File: src/clamp_timing_pkg.sv
// Package for the clamp timing generator: register map, reset values, field positions,
// state codes and the bus request carrier.
// Assumes a single 125 MHz clock, each cycle being one pixel clock.
package clamp_timing_pkg;

    // Clock
    localparam int unsigned CLK_PERIOD_NS = 8;

    // Register byte offsets
    localparam logic [7:0] CTRL_OFFSET      = 8'h00;
    localparam logic [7:0] PLACEMENT_OFFSET = 8'h04;
    localparam logic [7:0] DURATION_OFFSET  = 8'h08;
    localparam logic [7:0] STATUS_OFFSET    = 8'h0c;
    localparam logic [7:0] TRIM_OFFSET      = 8'h10;

    // Control fields
    localparam int unsigned CTRL_EXT_SEL_BIT  = 0;
    localparam int unsigned CTRL_POLARITY_BIT = 1;

    // Status fields
    localparam int unsigned STATUS_CLAMP_BIT = 0;
    localparam int unsigned STATUS_PLACE_BIT = 1;

    // Trim register: one byte lane per channel, low 7 bits used
    localparam int unsigned TRIM_LANE_WIDTH = 8;
    localparam int unsigned NUM_CHANNELS    = 3;

    // Reset values
    localparam logic       EXT_SEL_RESET   = 1'b0;
    localparam logic       POLARITY_RESET  = 1'b1;
    localparam logic [7:0] PLACEMENT_RESET = 8'h08;
    localparam logic [7:0] DURATION_RESET  = 8'h14;

    // Offset trim range, two's complement, +-63 steps
    localparam logic [6:0] TRIM_RESET = 7'h3f;
    localparam logic [6:0] TRIM_MIN   = 7'h41;
    localparam logic [6:0] TRIM_STEP  = 7'h01;
    localparam logic [7:0] BLACK_CODE = 8'h00;

    // Clamp window state machine, one-hot
    typedef enum logic [2:0]
    {
        ST_IDLE  = 3'b001,
        ST_PLACE = 3'b010,
        ST_CLAMP = 3'b100
    } clamp_state_e;

    // Latched AHB address phase
    typedef struct packed
    {
        logic       valid;
        logic       write;
        logic [7:0] addr;
    } ahb_req_s;

endpackage : clamp_timing_pkg

File: src/clamp_offset_trim.sv
// One channel of black-level offset trim.
// Assumes the window and the converter code are synchronous to the clock.
module clamp_offset_trim
    import clamp_timing_pkg::*;
(
    // Clock and reset
    input  wire logic       core_clk_in,
    input  wire logic       rstn_in,
    // Control
    input  wire logic       window_in,
    input  wire logic [7:0] code_in,
    input  wire logic       load_in,
    input  wire logic [6:0] load_val_in,
    // Trim value
    output logic      [6:0] offset_out
);

    logic [6:0] offset_reg;
    logic [6:0] offset_next;

    // Down-only trim: starts high and steps down until black or the TRIM_MIN floor
    always_comb
    begin
        offset_next = offset_reg;
        if (load_in)
        begin
            offset_next = load_val_in;
        end
        else if (window_in && code_in != BLACK_CODE && offset_reg != TRIM_MIN)
        begin
            offset_next = offset_reg - TRIM_STEP;
        end
    end

    always_ff @(posedge core_clk_in or negedge rstn_in)
    begin
        if (!rstn_in)
        begin
            offset_reg <= TRIM_RESET;
        end
        else
        begin
            offset_reg <= offset_next;
        end
    end

    assign offset_out = offset_reg;

    property p_trim_step;
        @(posedge core_clk_in) disable iff (!rstn_in)
        (window_in && !load_in && code_in != BLACK_CODE && offset_reg != TRIM_MIN)
            |=> (offset_reg == $past(offset_reg) - TRIM_STEP);
    endproperty
    a_trim_step: assert property (p_trim_step) else $error("Trim did not step toward black");

    property p_trim_hold;
        @(posedge core_clk_in) disable iff (!rstn_in)
        (!load_in && (!window_in || code_in == BLACK_CODE)) |=> $stable(offset_reg);
    endproperty
    a_trim_hold: assert property (p_trim_hold) else $error("Trim moved outside clamp need");

endmodule : clamp_offset_trim

File: src/clamp_timing_gen.sv
// Clamp window generator with AHB-Lite register slave and three channel offset trims.
// Assumes core_clk_in is the pixel clock and hsync_in is active high and synchronous.
//
// The AHB-Lite slave port and the register offsets were decided locally.

// Functional notes
// - Wait placement count after hsync trailing edge
// - Hold clamp for duration count, then end
// - External select uses external strobe for window
// - Polarity bit sets external strobe active level
// - Trim offset so black reads zero
// - External select resets to 0, strobe ignored
module clamp_timing_gen
    import clamp_timing_pkg::*;
(
    // Clock and reset
    input  wire logic                    core_clk_in,
    input  wire logic                    rstn_in,
    // AHB-Lite slave
    input  wire logic                    hsel_in,
    input  wire logic [31:0]             haddr_in,
    input  wire logic [1:0]              htrans_in,
    input  wire logic                    hwrite_in,
    input  wire logic [2:0]              hsize_in,
    input  wire logic [31:0]             hwdata_in,
    input  wire logic                    hready_in,
    output logic      [31:0]             hrdata_out,
    output logic                         hreadyout_out,
    output logic                         hresp_out,
    // Video timing
    input  wire logic                    hsync_in,
    input  wire logic                    clamp_strobe_in,
    // Converter codes and trims
    input  wire logic [NUM_CHANNELS-1:0][7:0] code_in,
    output logic      [NUM_CHANNELS-1:0][6:0] offset_out,
    output logic                         clamp_active_out
);

    // Register state
    logic         ext_sel_reg;
    logic         ext_sel_next;
    logic         polarity_reg;
    logic         polarity_next;
    logic [7:0]   placement_reg;
    logic [7:0]   placement_next;
    logic [7:0]   duration_reg;
    logic [7:0]   duration_next;
    ahb_req_s     req_reg;
    ahb_req_s     req_next;
    logic [31:0]  rdata_reg;
    logic [31:0]  rdata_next;
    logic         trim_load;
    logic [NUM_CHANNELS-1:0][6:0] trim_val;

    // Timing state
    clamp_state_e state_reg;
    clamp_state_e state_next;
    logic [7:0]   cnt_reg;
    logic [7:0]   cnt_next;
    logic         hsync_prev_reg;
    logic         clamp_reg;
    logic         clamp_next;
    logic         trail_edge;
    logic         strobe_active;

    // Bus address phase and read data
    always_comb
    begin
        req_next.valid = hsel_in && hready_in && htrans_in[1];
        req_next.write = hwrite_in;
        req_next.addr  = haddr_in[7:0];
        rdata_next     = 32'h0000_0000;
        if (req_next.valid && !hwrite_in)
        begin
            case (haddr_in[7:0])
                CTRL_OFFSET:
                begin
                    rdata_next[CTRL_EXT_SEL_BIT]  = ext_sel_reg;
                    rdata_next[CTRL_POLARITY_BIT] = polarity_reg;
                end
                PLACEMENT_OFFSET: rdata_next[7:0] = placement_reg;
                DURATION_OFFSET:  rdata_next[7:0] = duration_reg;
                STATUS_OFFSET:
                begin
                    rdata_next[STATUS_CLAMP_BIT] = clamp_reg;
                    rdata_next[STATUS_PLACE_BIT] = (state_reg == ST_PLACE);
                end
                TRIM_OFFSET:
                begin
                    for (int i = 0; i < NUM_CHANNELS; i++)
                    begin
                        rdata_next[i*TRIM_LANE_WIDTH +: 7] = offset_out[i];
                    end
                end
                default: rdata_next = 32'h0000_0000;
            endcase
        end
    end

    // Register writes in the data phase
    always_comb
    begin
        ext_sel_next   = ext_sel_reg;
        polarity_next  = polarity_reg;
        placement_next = placement_reg;
        duration_next  = duration_reg;
        trim_load      = 1'b0;
        for (int i = 0; i < NUM_CHANNELS; i++)
        begin
            trim_val[i] = hwdata_in[i*TRIM_LANE_WIDTH +: 7];
        end
        if (req_reg.valid && req_reg.write)
        begin
            case (req_reg.addr)
                CTRL_OFFSET:
                begin
                    ext_sel_next  = hwdata_in[CTRL_EXT_SEL_BIT];
                    polarity_next = hwdata_in[CTRL_POLARITY_BIT];
                end
                PLACEMENT_OFFSET: placement_next = hwdata_in[7:0];
                DURATION_OFFSET:  duration_next  = hwdata_in[7:0];
                TRIM_OFFSET:      trim_load      = 1'b1;
                default:          trim_load      = 1'b0;
            endcase
        end
    end

    always_ff @(posedge core_clk_in or negedge rstn_in)
    begin
        if (!rstn_in)
        begin
            ext_sel_reg   <= EXT_SEL_RESET;
            polarity_reg  <= POLARITY_RESET;
            placement_reg <= PLACEMENT_RESET;
            duration_reg  <= DURATION_RESET;
            req_reg       <= '0;
            rdata_reg     <= 32'h0000_0000;
        end
        else
        begin
            ext_sel_reg   <= ext_sel_next;
            polarity_reg  <= polarity_next;
            placement_reg <= placement_next;
            duration_reg  <= duration_next;
            req_reg       <= req_next;
            rdata_reg     <= rdata_next;
        end
    end

    // Zero wait states; every access is OKAY, unmapped reads return zero
    assign hreadyout_out = 1'b1;
    assign hresp_out     = 1'b0;
    assign hrdata_out    = rdata_reg;

    // Internal window sequencer
    assign trail_edge    = hsync_prev_reg && !hsync_in;
    assign strobe_active = (clamp_strobe_in == polarity_reg);

    always_comb
    begin
        state_next = state_reg;
        cnt_next   = cnt_reg;
        if (trail_edge)
        begin
            state_next = ST_PLACE;
            cnt_next   = placement_reg;
        end
        else
        begin
            case (state_reg)
                ST_IDLE:
                begin
                    cnt_next = 8'h00;
                end
                ST_PLACE:
                begin
                    if (cnt_reg != 8'h00)
                    begin
                        cnt_next = cnt_reg - 8'h01;
                    end
                    else if (duration_reg == 8'h00)
                    begin
                        state_next = ST_IDLE;
                    end
                    else
                    begin
                        state_next = ST_CLAMP;
                        cnt_next   = duration_reg - 8'h01;
                    end
                end
                ST_CLAMP:
                begin
                    if (cnt_reg != 8'h00)
                    begin
                        cnt_next = cnt_reg - 8'h01;
                    end
                    else
                    begin
                        state_next = ST_IDLE;
                    end
                end
                default:
                begin
                    state_next = ST_IDLE;
                    cnt_next   = 8'h00;
                end
            endcase
        end
        // Strobe only steers the window when selected; ignored otherwise
        clamp_next = ext_sel_reg ? strobe_active : (state_next == ST_CLAMP);
    end

    always_ff @(posedge core_clk_in or negedge rstn_in)
    begin
        if (!rstn_in)
        begin
            state_reg      <= ST_IDLE;
            cnt_reg        <= 8'h00;
            hsync_prev_reg <= 1'b0;
            clamp_reg      <= 1'b0;
        end
        else
        begin
            state_reg      <= state_next;
            cnt_reg        <= cnt_next;
            hsync_prev_reg <= hsync_in;
            clamp_reg      <= clamp_next;
        end
    end

    assign clamp_active_out = clamp_reg;

    // Per channel trim, gated by the registered window
    for (genvar ch = 0; ch < NUM_CHANNELS; ch++)
    begin : g_trim
        clamp_offset_trim u_trim
        (
            .core_clk_in (core_clk_in),
            .rstn_in     (rstn_in),
            .window_in   (clamp_reg),
            .code_in     (code_in[ch]),
            .load_in     (trim_load),
            .load_val_in (trim_val[ch]),
            .offset_out  (offset_out[ch])
        );
    end

    property p_place_load;
        @(posedge core_clk_in) disable iff (!rstn_in)
        trail_edge |=> (state_reg == ST_PLACE && cnt_reg == $past(placement_reg));
    endproperty
    a_place_load: assert property (p_place_load) else $error("Placement not loaded on trailing edge");

    property p_clamp_length;
        @(posedge core_clk_in) disable iff (!rstn_in)
        (state_reg == ST_PLACE && cnt_reg == 8'h00 && duration_reg != 8'h00 && !trail_edge)
            |=> (state_reg == ST_CLAMP && cnt_reg == $past(duration_reg) - 8'h01);
    endproperty
    a_clamp_length: assert property (p_clamp_length) else $error("Clamp did not start with duration");

    property p_clamp_end;
        @(posedge core_clk_in) disable iff (!rstn_in)
        (state_reg == ST_CLAMP && cnt_reg == 8'h00 && !trail_edge) |=> (state_reg == ST_IDLE);
    endproperty
    a_clamp_end: assert property (p_clamp_end) else $error("Clamp did not end after duration");

    property p_ext_active;
        @(posedge core_clk_in) disable iff (!rstn_in)
        (ext_sel_reg && clamp_strobe_in == polarity_reg) |=> clamp_active_out;
    endproperty
    a_ext_active: assert property (p_ext_active) else $error("External strobe did not open clamp");

    property p_ext_polarity;
        @(posedge core_clk_in) disable iff (!rstn_in)
        (ext_sel_reg && clamp_strobe_in != polarity_reg) |=> !clamp_active_out;
    endproperty
    a_ext_polarity: assert property (p_ext_polarity) else $error("Inactive strobe level opened clamp");

    property p_internal_only;
        @(posedge core_clk_in) disable iff (!rstn_in)
        !ext_sel_reg |=> (clamp_active_out == (state_reg == ST_CLAMP));
    endproperty
    a_internal_only: assert property (p_internal_only) else $error("Clamp not from internal timing");

    property p_restart;
        @(posedge core_clk_in) disable iff (!rstn_in)
        (trail_edge && state_reg != ST_IDLE) |=> (state_reg == ST_PLACE && cnt_reg == $past(placement_reg));
    endproperty
    a_restart: assert property (p_restart) else $error("Trailing edge did not restart placement");

    property p_place_count;
        @(posedge core_clk_in) disable iff (!rstn_in)
        (state_reg == ST_PLACE && cnt_reg != 8'h00 && !trail_edge)
            |=> (state_reg == ST_PLACE && cnt_reg == $past(cnt_reg) - 8'h01);
    endproperty
    a_place_count: assert property (p_place_count) else $error("Placement count did not step down");

    property p_clamp_count;
        @(posedge core_clk_in) disable iff (!rstn_in)
        (state_reg == ST_CLAMP && cnt_reg != 8'h00 && !trail_edge)
            |=> (state_reg == ST_CLAMP && cnt_reg == $past(cnt_reg) - 8'h01);
    endproperty
    a_clamp_count: assert property (p_clamp_count) else $error("Clamp count did not step down");

    // Zero duration skips the window entirely
    property p_zero_duration;
        @(posedge core_clk_in) disable iff (!rstn_in)
        (state_reg == ST_PLACE && cnt_reg == 8'h00 && duration_reg == 8'h00 && !trail_edge)
            |=> (state_reg == ST_IDLE);
    endproperty
    a_zero_duration: assert property (p_zero_duration) else $error("Zero duration opened a window");

    property p_restart_drop;
        @(posedge core_clk_in) disable iff (!rstn_in)
        (trail_edge && !ext_sel_reg) |=> !clamp_active_out;
    endproperty
    a_restart_drop: assert property (p_restart_drop) else $error("Window stayed open across restart");

endmodule : clamp_timing_gen

File: config.mk
export PLATFORM = sky130hd
export DESIGN_NAME = clamp_timing_gen
export DESIGN_NICKNAME = d
export VERILOG_FILES = /design/src/clamp_timing_pkg.sv /design/src/clamp_offset_trim.sv /design/src/clamp_timing_gen.sv
export SDC_FILE = /design/constraint.sdc
export NUM_CORES = 1
export LEC_CHECK = 0
export BUFFER_PORTS_ARGS = -buffer_cell sky130_fd_sc_hd__buf_2
export CAP_MARGIN = 20
export CELL_PAD_IN_SITES_DETAIL_PLACEMENT = 2
export CELL_PAD_IN_SITES_GLOBAL_PLACEMENT = 2
export CORE_AREA = 5 5 131 133
export CTS_CLUSTER_DIAMETER = 120
export DETAILED_ROUTE_END_ITERATION = 8
export DIE_AREA = 0 0 136 138
export HOLD_SLACK_MARGIN = 0.1
export PLACE_DENSITY_LB_ADDON = 0.1
export SYNTH_ARGS = -nofsm -noshare
export SYNTH_HDL_FRONTEND = slang
export SYNTH_SLANG_ARGS = --single-unit
File: constraint.sdc
create_clock -name core_clk_in -period 2.1 [get_ports core_clk_in]
set_input_delay 0.525 -clock core_clk_in [delete_from_list [all_inputs] [get_ports core_clk_in]]
set_output_delay 0.525 -clock core_clk_in [all_outputs]
set_load 0.01 [all_outputs]
# --- After elaboration in Yosys (flattened, before gate mapping) ---
# Index checks and enable logic that the tools add are counted.
totals:
  rom_bits: 0
  n_memories: 0
  inputBits: 100
  wordCells: 89
  latch_bits: 0
  mem_bits_rw: 0
  register_bits: 85
classes:
  bitwise_logic: 0
  magnitude_cmp: 0
  mux: 25
  addsub: 5
  n_reduce_logical: 27
  mul: 0
  shift: 0
  n_eq_ne: 17
  n_div: 0
op_table:
  columns: ["op", "n"]
  rows:
  - ["7-bit 2-to-1 mux", 8]
  - ["8-bit 2-to-1 mux", 4]
  - ["8-bit nonzero test", 4]
  - ["8-bit by 4-bit == test with 1-bit output, second input constant", 3]
  - ["8-bit zero test", 3]
  - ["23-bit 2-to-1 mux", 1]
  - ["7-bit != test, second input constant", 3]
  - ["7-bit by 1-bit subtractor with 7-bit output, second input constant", 3]
  - ["8-bit by 3-bit == test with 1-bit output, second input constant", 2]
  - ["8-bit by 5-bit == test with 1-bit output, second input constant", 2]
  - ["8-bit one-hot mux with 2 select lines", 1]
  - ["8-bit by 1-bit subtractor with 8-bit output, second input constant", 2]
  - ["5-bit one-hot mux with 3 select lines", 1]
  - ["3-bit 2-to-1 mux", 4]
  - ["1-bit logical AND", 11]
  - ["2-bit one-hot mux with 5 select lines", 1]
  - ["3-bit one-hot mux with 3 select lines", 1]
  - ["2-bit AND reduction", 4]
  - ["3-bit == test, second input constant", 2]
  - ["2-bit nonzero test", 3]
  - ["4-bit != test, second input constant", 1]
  - ["3-bit by 1-bit == test with 1-bit output, second input constant", 1]
  - ["3-bit by 2-bit == test with 1-bit output, second input constant", 1]
  - ["1-bit 2-to-1 mux", 3]
  - ["4 further kinds", 5]

# --- Depth between registers and ports, before layout ---
# Gate-level depths: netlist of run 1.
depth:
  word_depth: 7
  ltp_mapped: 7
  ltp_nobuf: 7

# --- Cells and area by module ---
# A second synthesis of run 1 with hierarchy kept.
unflattened:
  hier_cells: 437
  area_unflattened_um2: 4662.0
modules_own_cells:
  columns: ["module", "cells_each", "seq_area_each_um2", "n_inst", "area_each_um2"]
  rows:
  - ["clamp_timing_gen", 272, 1582.8, 1, 3040.4]
  - ["clamp_offset_trim", 55, 182.7, 3, 540.5]

# --- Worst setup path before layout of run 1 ---
# No wires, ideal clock.
synth_path:
  path_type: "flip-flop to flip-flop"
  start: "reg cnt_reg[0]"
  end: "reg cnt_reg[0]"
  setup_ns: 0.122
  arrival_ns: 1.955
  slack_ns: 0.024
  path_stages_with_launch: 8
  path_cell_list: "dfrtp_1 -> inv_1 -> ha_1 -> or4b_1 -> nand2b_1 -> nor3_2 -> a21boi_0 -> a32o_1"
synth_via:
  elab_chain_cells: 4
  word_cells_on_any_way: 9
  cone_classes: "1 x add/sub; 2 x eq/ne; 4 x mux; 2 x reduce/logical"
synth_rtl:
  columns: ["item", "line_no", "text"]
  rows:
  - ["start, declared", "clamp_timing_gen.sv:58", "logic [7:0] cnt_reg;"]
  - ["start signal, assigned", "clamp_timing_gen.sv:225", "cnt_reg <= cnt_next;"]
  - ["8-bit by 1-bit subtractor with 8-bit output or 8-bit nonzero test (tied branches)", null, null]
  - ["8-bit 2-to-1 mux (on tied branches)", "clamp_timing_gen.sv:193, clamp_timing_gen.sv:177", null]
  - ["8-bit one-hot mux with 2 select lines", "clamp_timing_gen.sv:170", "case (state_reg)"]
  - ["8-bit 2-to-1 mux", "clamp_timing_gen.sv:163", "if (trail_edge)"]
# Parallel ways exist; a longest one is shown, timed or not. The select of a mux whose other input is x is not followed.
# A chain may end at the register's enable or synchronous reset.

# --- Final worst setup path of run 1 ---
layout_path:
  start: "reg req_reg[0] (netlist name)"
  end: "reg placement_reg[5]"
layout_via:
  elab_chain_cells: 2
layout_rtl:
  columns: ["item", "line_no", "text"]
  rows:
  - ["start, declared", "clamp_timing_gen.sv:48", "ahb_req_s req_reg;"]
  - ["start signal, assigned", "clamp_timing_gen.sv:145", "req_reg <= req_next;"]
  - ["8-bit by 3-bit == test with 1-bit output", "clamp_timing_gen.sv:114", "case (req_reg.addr)"]
  - ["2-bit AND reduction (no line)", null, null]
  - ["end signal, assigned", "clamp_timing_gen.sv:143", "placement_reg <= placement_next;"]
  - ["end, declared", "clamp_timing_gen.sv:44", "logic [7:0] placement_reg;"]
# Every way passes these cells.

==> results.sh, run 1 <==
export IMPL_die_area_sq_um=18800
export IMPL_drt_iter0_markers=79
export IMPL_largest_reg_flops=22
export IMPL_cts_root_buf="clkbuf_16"
export IMPL_clock_latency_ns=0.34
export IMPL_drc=0
export IMPL_synth_main_ff_cell="dfrtp_1"
export IMPL_io_pins=156
export IMPL_clock_path_buffers=2
export IMPL_synthCells=388
export IMPL_synth_largest_area_cell="dfrtp_1"
export IMPL_r2r_end="placement_reg[5]$_DFFE_PN0P_"
export IMPL_synthTopCellsByArea="dfrtp_1 37%, dfstp_2 14%, xnor2_1 6.1%, mux2_2 5.7%, nor2_1 3.3%"
export IMPL_r2r_cells=6
export IMPL_synth_edf_count=0
export IMPL_synth_cell_types=43
export IMPL_ir_drop_v=0.000324
export IMPL_synth_async_reset_ratio_pct=100
export IMPL_grt_max_degree=85
export IMPL_nets=635
export IMPL_route_final_wire_length_mm=13.3
export IMPL_area_growth_pct=33.5
export IMPL_grt_pass1_wl_mm=21.1
export IMPL_grt_pass1_vias=3861
export IMPL_crit_type="reg -> reg"
export IMPL_setup_viol=0
export IMPL_crit_path_end_kind="register"
export IMPL_cts_tree="built"
export IMPL_drive_gt1_share_pct=42.9
export IMPL_final_util_pct=35.5
export IMPL_viasPerCell=4.61
export IMPL_clock_sinks=84
export IMPL_die_y_um=138
export IMPL_routabilityCongestion=0.760
export IMPL_wl_per_cell_um=17.7
export IMPL_dp_hpwl_mm=10.1
export IMPL_initial_core_util_pct=26.6
export IMPL_avgSynthCellArea_sq_um=10.8
export IMPL_place_inst=728
export IMPL_maxClockFrequency_ghz=0.490
export IMPL_netlist_area_sq_um=4180
export IMPL_synth_warnings=0
export IMPL_report_final_slew_viol_count=0
export IMPL_holdWs_ns=0.209
export IMPL_timing_slew_headroom_pct=65.8
export IMPL_reg2reg_slack_ns=0.06
export IMPL_path_clk_slew_ns=0.07
export IMPL_cts_max_level=3
export IMPL_grt_usage_pct=14.2
export IMPL_die_w_um=136
export IMPL_antenna_found_initial=0
export IMPL_drt_pass1_iter_count=4
export IMPL_row_count=46
export IMPL_hold_viol_final=0
export IMPL_critPathMaxFanout=8
export IMPL_required_ns=2.32
export IMPL_synth_top_area_share_pct=36.5
export IMPL_synth_most_common_cell="dfrtp_1"
export IMPL_overflow=0
export IMPL_power_density_nw_per_um2=710
export IMPL_r2r_start="req_reg[0]$_DFF_PN0_"
export IMPL_tightest_slew_ns=0.509
export IMPL_core_area_sq_um=15700
export IMPL_cp_start_kind="register"
export IMPL_finalClockSkew_ns=0.00858
export IMPL_outcome="complete, no violations"
export IMPL_diodes=0
export IMPL_vias=3447
export IMPL_netlist_top_cells_count="61 x dfrtp_1, 37 x nor2_1, 29 x xnor2_1, 24 x a21oi_1, 23 x dfstp_2"
export IMPL_maxCapViolations=0
export IMPL_ys_ff_latch=84
export IMPL_instances_no_fill=748
export IMPL_fin_crit_ns=2.04
export IMPL_fin_crit_sh_pct=97.2
export IMPL_yosysSeqAreaShare_pct=51.0
export IMPL_port_buffers=105
export IMPL_p_leak_nw=2.59
export IMPL_cp_arrival_ns=2.26
export IMPL_cts_made_buffers=9
export IMPL_worstHoldPathType="in -> async"
export IMPL_drtAntennaViolNets=0
export IMPL_rsz0062_at_grt="yes"
[placed cells by master, fill, tap and decap left out, types with 3 or more instances in the layout]
master,netlist,routed
a21oi_1,24,22
a22o_1,4,4
a22oi_1,6,5
a31oi_1,3,3
a32o_1,4,3
and2_1,19,19
buf_12,0,3
buf_2,0,104
buf_4,12,33
clkbuf_16,0,9
conb_1,2,12
dfrtp_1,61,61
dfstp_2,23,23
ha_1,8,7
inv_1,15,12
inv_2,0,3
mux2_2,21,21
mux2i_1,4,4
nand2_1,16,15
nand3_1,4,4
nor2_1,37,36
nor2b_1,7,6
nor3_1,12,12
nor4_1,12,12
o21ai_0,4,4
o221ai_2,3,3
o22a_1,3,3
o22ai_1,4,4
o2bb2ai_1,5,5
or3_1,4,4
or4_1,12,11
xnor2_1,29,29
[cell families after synthesis]
logic type / share of synthesized area, %
simple gates: 17.9
flops: 51.0
compound gates: 11.2
buf+inv: 4.49
xor+xnor: 6.28
mux: 6.61
fa+ha+maj: 2.39
other cells: 0.180
[area by class of cell]
class                   count  area [sq um]
fillers                  1713         10100
flip-flops and latches     84          2130
multi-input cells         276          1980
repair buffers            141           840
well taps                 216           270
clock buffers               9           225
clock inverters             7          76.3
inverters                  15          56.3
[metrics by stage]
stage / setup slack (ns) / setup TNS [ns] / total power [mW] / cell area, sq um
2_1_floorplan: 0.0236 / 0 / 2.06 / 4220
3_3_place_gp: -0.0260 / -0.264 / 2.31 / 5170
3_5_place_dp: -0.0835 / -0.839 / 2.32 / 5170
4_1_cts: 0.000326 / 0 / 4.02 / 5510
5_1_grt: -0.0281 / -0.0675 / 4.18 / 5580
6_report: 0.0598 / 0 / 3.96 / 5580
[worst max-delay path: stages (launching register included)]
cell	delay [ns]
dfrtp_1	0.36
or4_4	0.55
nor3_4	0.15
nand2b_2	0.13
nor3b_4	0.23
buf_12	0.16
mux2_2	0.33
[report_power, final]
group	internal [mW]	total (mW)	switching [mW]
registers	1.70	1.78	0.0773
clock network	0.928	1.63	0.703
logic	0.257	0.549	0.293
total	2.89	3.96	1.07
[metal layers]
metal	track usage [%]	wire (um)
met5	0	0
met1	17.0	5620
met4	3.66	144
met3	3.52	746
met2	25.4	6760
[worst max-delay path by stage]
stage	start	endpoint	slack (ns)	cells past startpoint
final	req_reg[0]$_DFF_PN0_	placement_reg[5]$_DFFE_PN0P_	0.06	6
after global routing	cnt_reg[1]$_DFFE_PN0P_	cnt_reg[1]$_DFFE_PN0P_	-0.03	8
after detailed placement	cnt_reg[0]$_DFFE_PN0P_	cnt_reg[0]$_DFFE_PN0P_	-0.08	7
after global placement	req_reg[0]$_DFF_PN0_	placement_reg[7]$_DFFE_PN0P_	-0.03	6
after CTS	cnt_reg[1]$_DFFE_PN0P_	cnt_reg[3]$_DFFE_PN0P_	0.0003	8
after floorplan	cnt_reg[0]$_DFFE_PN0P_	cnt_reg[0]$_DFFE_PN0P_	0.02	7
[timing repair]
item	4_1_cts	5_1_grt
setup endpoints to repair	25	17
hold buffers	0	0
endpoints found under the hold margin	0	0
setup buffers	1	3
pin swaps	3	5
gates cloned	0	0
resized for setup	6	17
Note: power is estimated with default switching activity, not from simulation.
==> inputs of run 2 (changes only) <==
SETUP_SLACK_MARGIN = 0.2   (was not set)
==> run 2 against run 1 <==
Clock skew fell by 0.0019 ns. Sequential power barely moved. Die area did not move. Critical endpoint is now cnt_reg[3]$_DFFE_PN0P_. Critical path depth rose by 2. Highest routed layer is now met5. Maximum frequency fell by 0.75%. Routed wire length rose by 2.6%. Via count fell by 0.73%. Cell count did not move.
==> results.sh, run 2 (synthesis gave the netlist of run 1 again) <==
export IMPL_outcome="complete, no violations"
export IMPL_gr_usage_met3_pct=2.94
export IMPL_grt_usage_pct=14.6
export IMPL_hold_viol_final=0
export IMPL_ir_drop_v=0.000347
export IMPL_overflow=0
export IMPL_cts_root_buf="clkbuf_16"
export IMPL_timing_slew_headroom_pct=63.4
export IMPL_power_density_nw_per_um2=689
export IMPL_met2_usage_pct=25.9
export IMPL_crit_family="simple AND/OR/NAND/NOR gates"
export IMPL_drc=0
export IMPL_die_w_um=136
export IMPL_cpPeakStageDelay_ns=0.46
export IMPL_p_total_mw=3.98
export IMPL_path_clk_slew_ns=0.06
export IMPL_setup_viol=0
export IMPL_crit_slowest_cell="or4b_4"
export IMPL_area_growth_pct=38.0
export IMPL_drive_gt1_share_pct=43.6
export IMPL_grt_use_met1_pct=17.5
export IMPL_die_y_um=138
export IMPL_viasPerCell=4.57
export IMPL_grt_max_degree=53
export IMPL_maxClockFrequency_ghz=0.486
export IMPL_top_usage_layer="met2"
export IMPL_antenna_found_initial=1
export IMPL_die_area_sq_um=18800
export IMPL_io_pins=156
export IMPL_clock_sinks=84
export IMPL_fin_crit_sh_pct=97.9
export IMPL_drt_pass1_iter_count=3
export IMPL_report_final_slew_viol_count=0
export IMPL_final_common_cell="buf_2"
export IMPL_holdWs_ns=0.141
export IMPL_wl_per_cell_um=18.2
export IMPL_crit_type="reg -> reg"
export IMPL_worstHoldPathType="in -> async"
export IMPL_p_leak_nw=2.64
export IMPL_cts_max_level=3
export IMPL_clock_path_buffers=2
export IMPL_cts_made_buffers=9
export IMPL_cp_arrival_ns=2.27
export IMPL_row_count=46
export IMPL_drtAntennaViolNets=0
export IMPL_most_common_layout_cells="104 x buf_2, 61 x dfrtp_1, 34 x nor2_1"
export IMPL_instances_no_fill=748
export IMPL_finalClockSkew_ns=0.00667
export IMPL_diodes=0
export IMPL_clock_latency_ns=0.34
export IMPL_initial_core_util_pct=26.6
export IMPL_fin_crit_ns=2.06
export IMPL_path_buf_inv=2
export IMPL_tightest_slew_ns=0.545
export IMPL_fillCellCount=1726
export IMPL_nets=635
export IMPL_required_ns=2.32
export IMPL_largest_reg_flops=22
export IMPL_routabilityCongestion=0.743
export IMPL_port_buffers=105
export IMPL_path_cells="inv_2, ha_4, or4b_4, nand2b_4, nor3_4, buf_6, nor2_4, a22o_1"
export IMPL_cts_hold_buf=0
export IMPL_drt_iter0_markers=78
export IMPL_dp_hpwl_mm=10.3
export IMPL_grt_pass1_wl_mm=21.5
export IMPL_core_area_sq_um=15700
export IMPL_cp_start_kind="register"
export IMPL_grt_pass1_vias=3891
export IMPL_maxCapViolations=0
export IMPL_place_inst=724
export IMPL_cts_tree="built"
export IMPL_vias=3422
export IMPL_final_util_pct=36.7
export IMPL_rsz0062_at_grt="yes"
export IMPL_route_final_wire_length_mm=13.6
export IMPL_critPathMaxFanout=5
export IMPL_setup_tns_final_ns=0
export IMPL_crit_path_end_kind="register"
==> run 2: area by class of cell <==
cell class / instances / area [sq um] / area share [%]
sequential: 84 / 2130 / 36.9
multi-input combinational: 276 / 2120 / 36.8
timing repair buffer: 141 / 897 / 15.5
tap: 216 / 270 / 4.68
clock buffer: 10 / 229 / 3.97
clock inverter: 6 / 63.8 / 1.11
inverter: 15 / 56.3 / 0.976
==> run 2: worst paths after layout <==
kind | slack [ns] | to | depth (start not counted) | startpoint
hold / removal | 0.14 | hrdata_out[8]$_DFF_PN0_ | 2 | rstn_in
min in group core_clk_in | 0.30 | req_reg[0]$_DFF_PN0_ | 1 | haddr_in[0]
max in group asynchronous | 1.60 | placement_reg[3]$_DFFE_PN1P_ | 2 | rstn_in
hold reg to reg | 0.55 | hrdata_out[13]$_DFF_PN0_ | 1 | g_trim[1].u_trim.offset_out[5]$_DFFE_PN1P_
setup reg to reg | 0.04 | cnt_reg[3]$_DFFE_PN0P_ | 8 | cnt_reg[0]$_DFFE_PN0P_
setup / recovery | 0.04 | cnt_reg[3]$_DFFE_PN0P_ | 8 | cnt_reg[0]$_DFFE_PN0P_
==> run 2: worst reg2reg max path: cells and delay by family, from the launching register on <==
family,cells,cell delay (ns)
compound gates,1,0.20
fa+ha+maj,1,0.14
buf+inv,2,0.24
flops,1,0.40
simple gates,4,0.96
==> run 2: per-layer routing <==
layer	up-vias	routed length [um]
met4	2	184
met2	80	7020
met1	1705	5700
met5	-	11
met3	13	688
li1	1622	-
==> run 2: metrics by stage <==
stage | setup WS [ns] | area (sq um)
floorplan | 0.111 | 4250
global placement | 0.0117 | 5180
detailed placement | -0.0321 | 5180
CTS | -0.0303 | 5680
global route | -0.0325 | 5770
finish | 0.0444 | 5770
==> run 2: power by group <==
group	leakage, nW	internal (mW)	total, mW	switching [mW]
clock network	0.139	0.922	1.60	0.676
registers	1.06	1.70	1.79	0.0834
logic	1.44	0.285	0.592	0.307
==> run 2: repair_timing <==
action | in CTS | in global routing
setup buffers | 5 | 2
endpoints found under the hold margin | 0 | 0
resized for setup | 39 | 13
endpoints found under the setup margin | 32 | 45
gates cloned | 0 | 1
pin swaps | 14 | 8
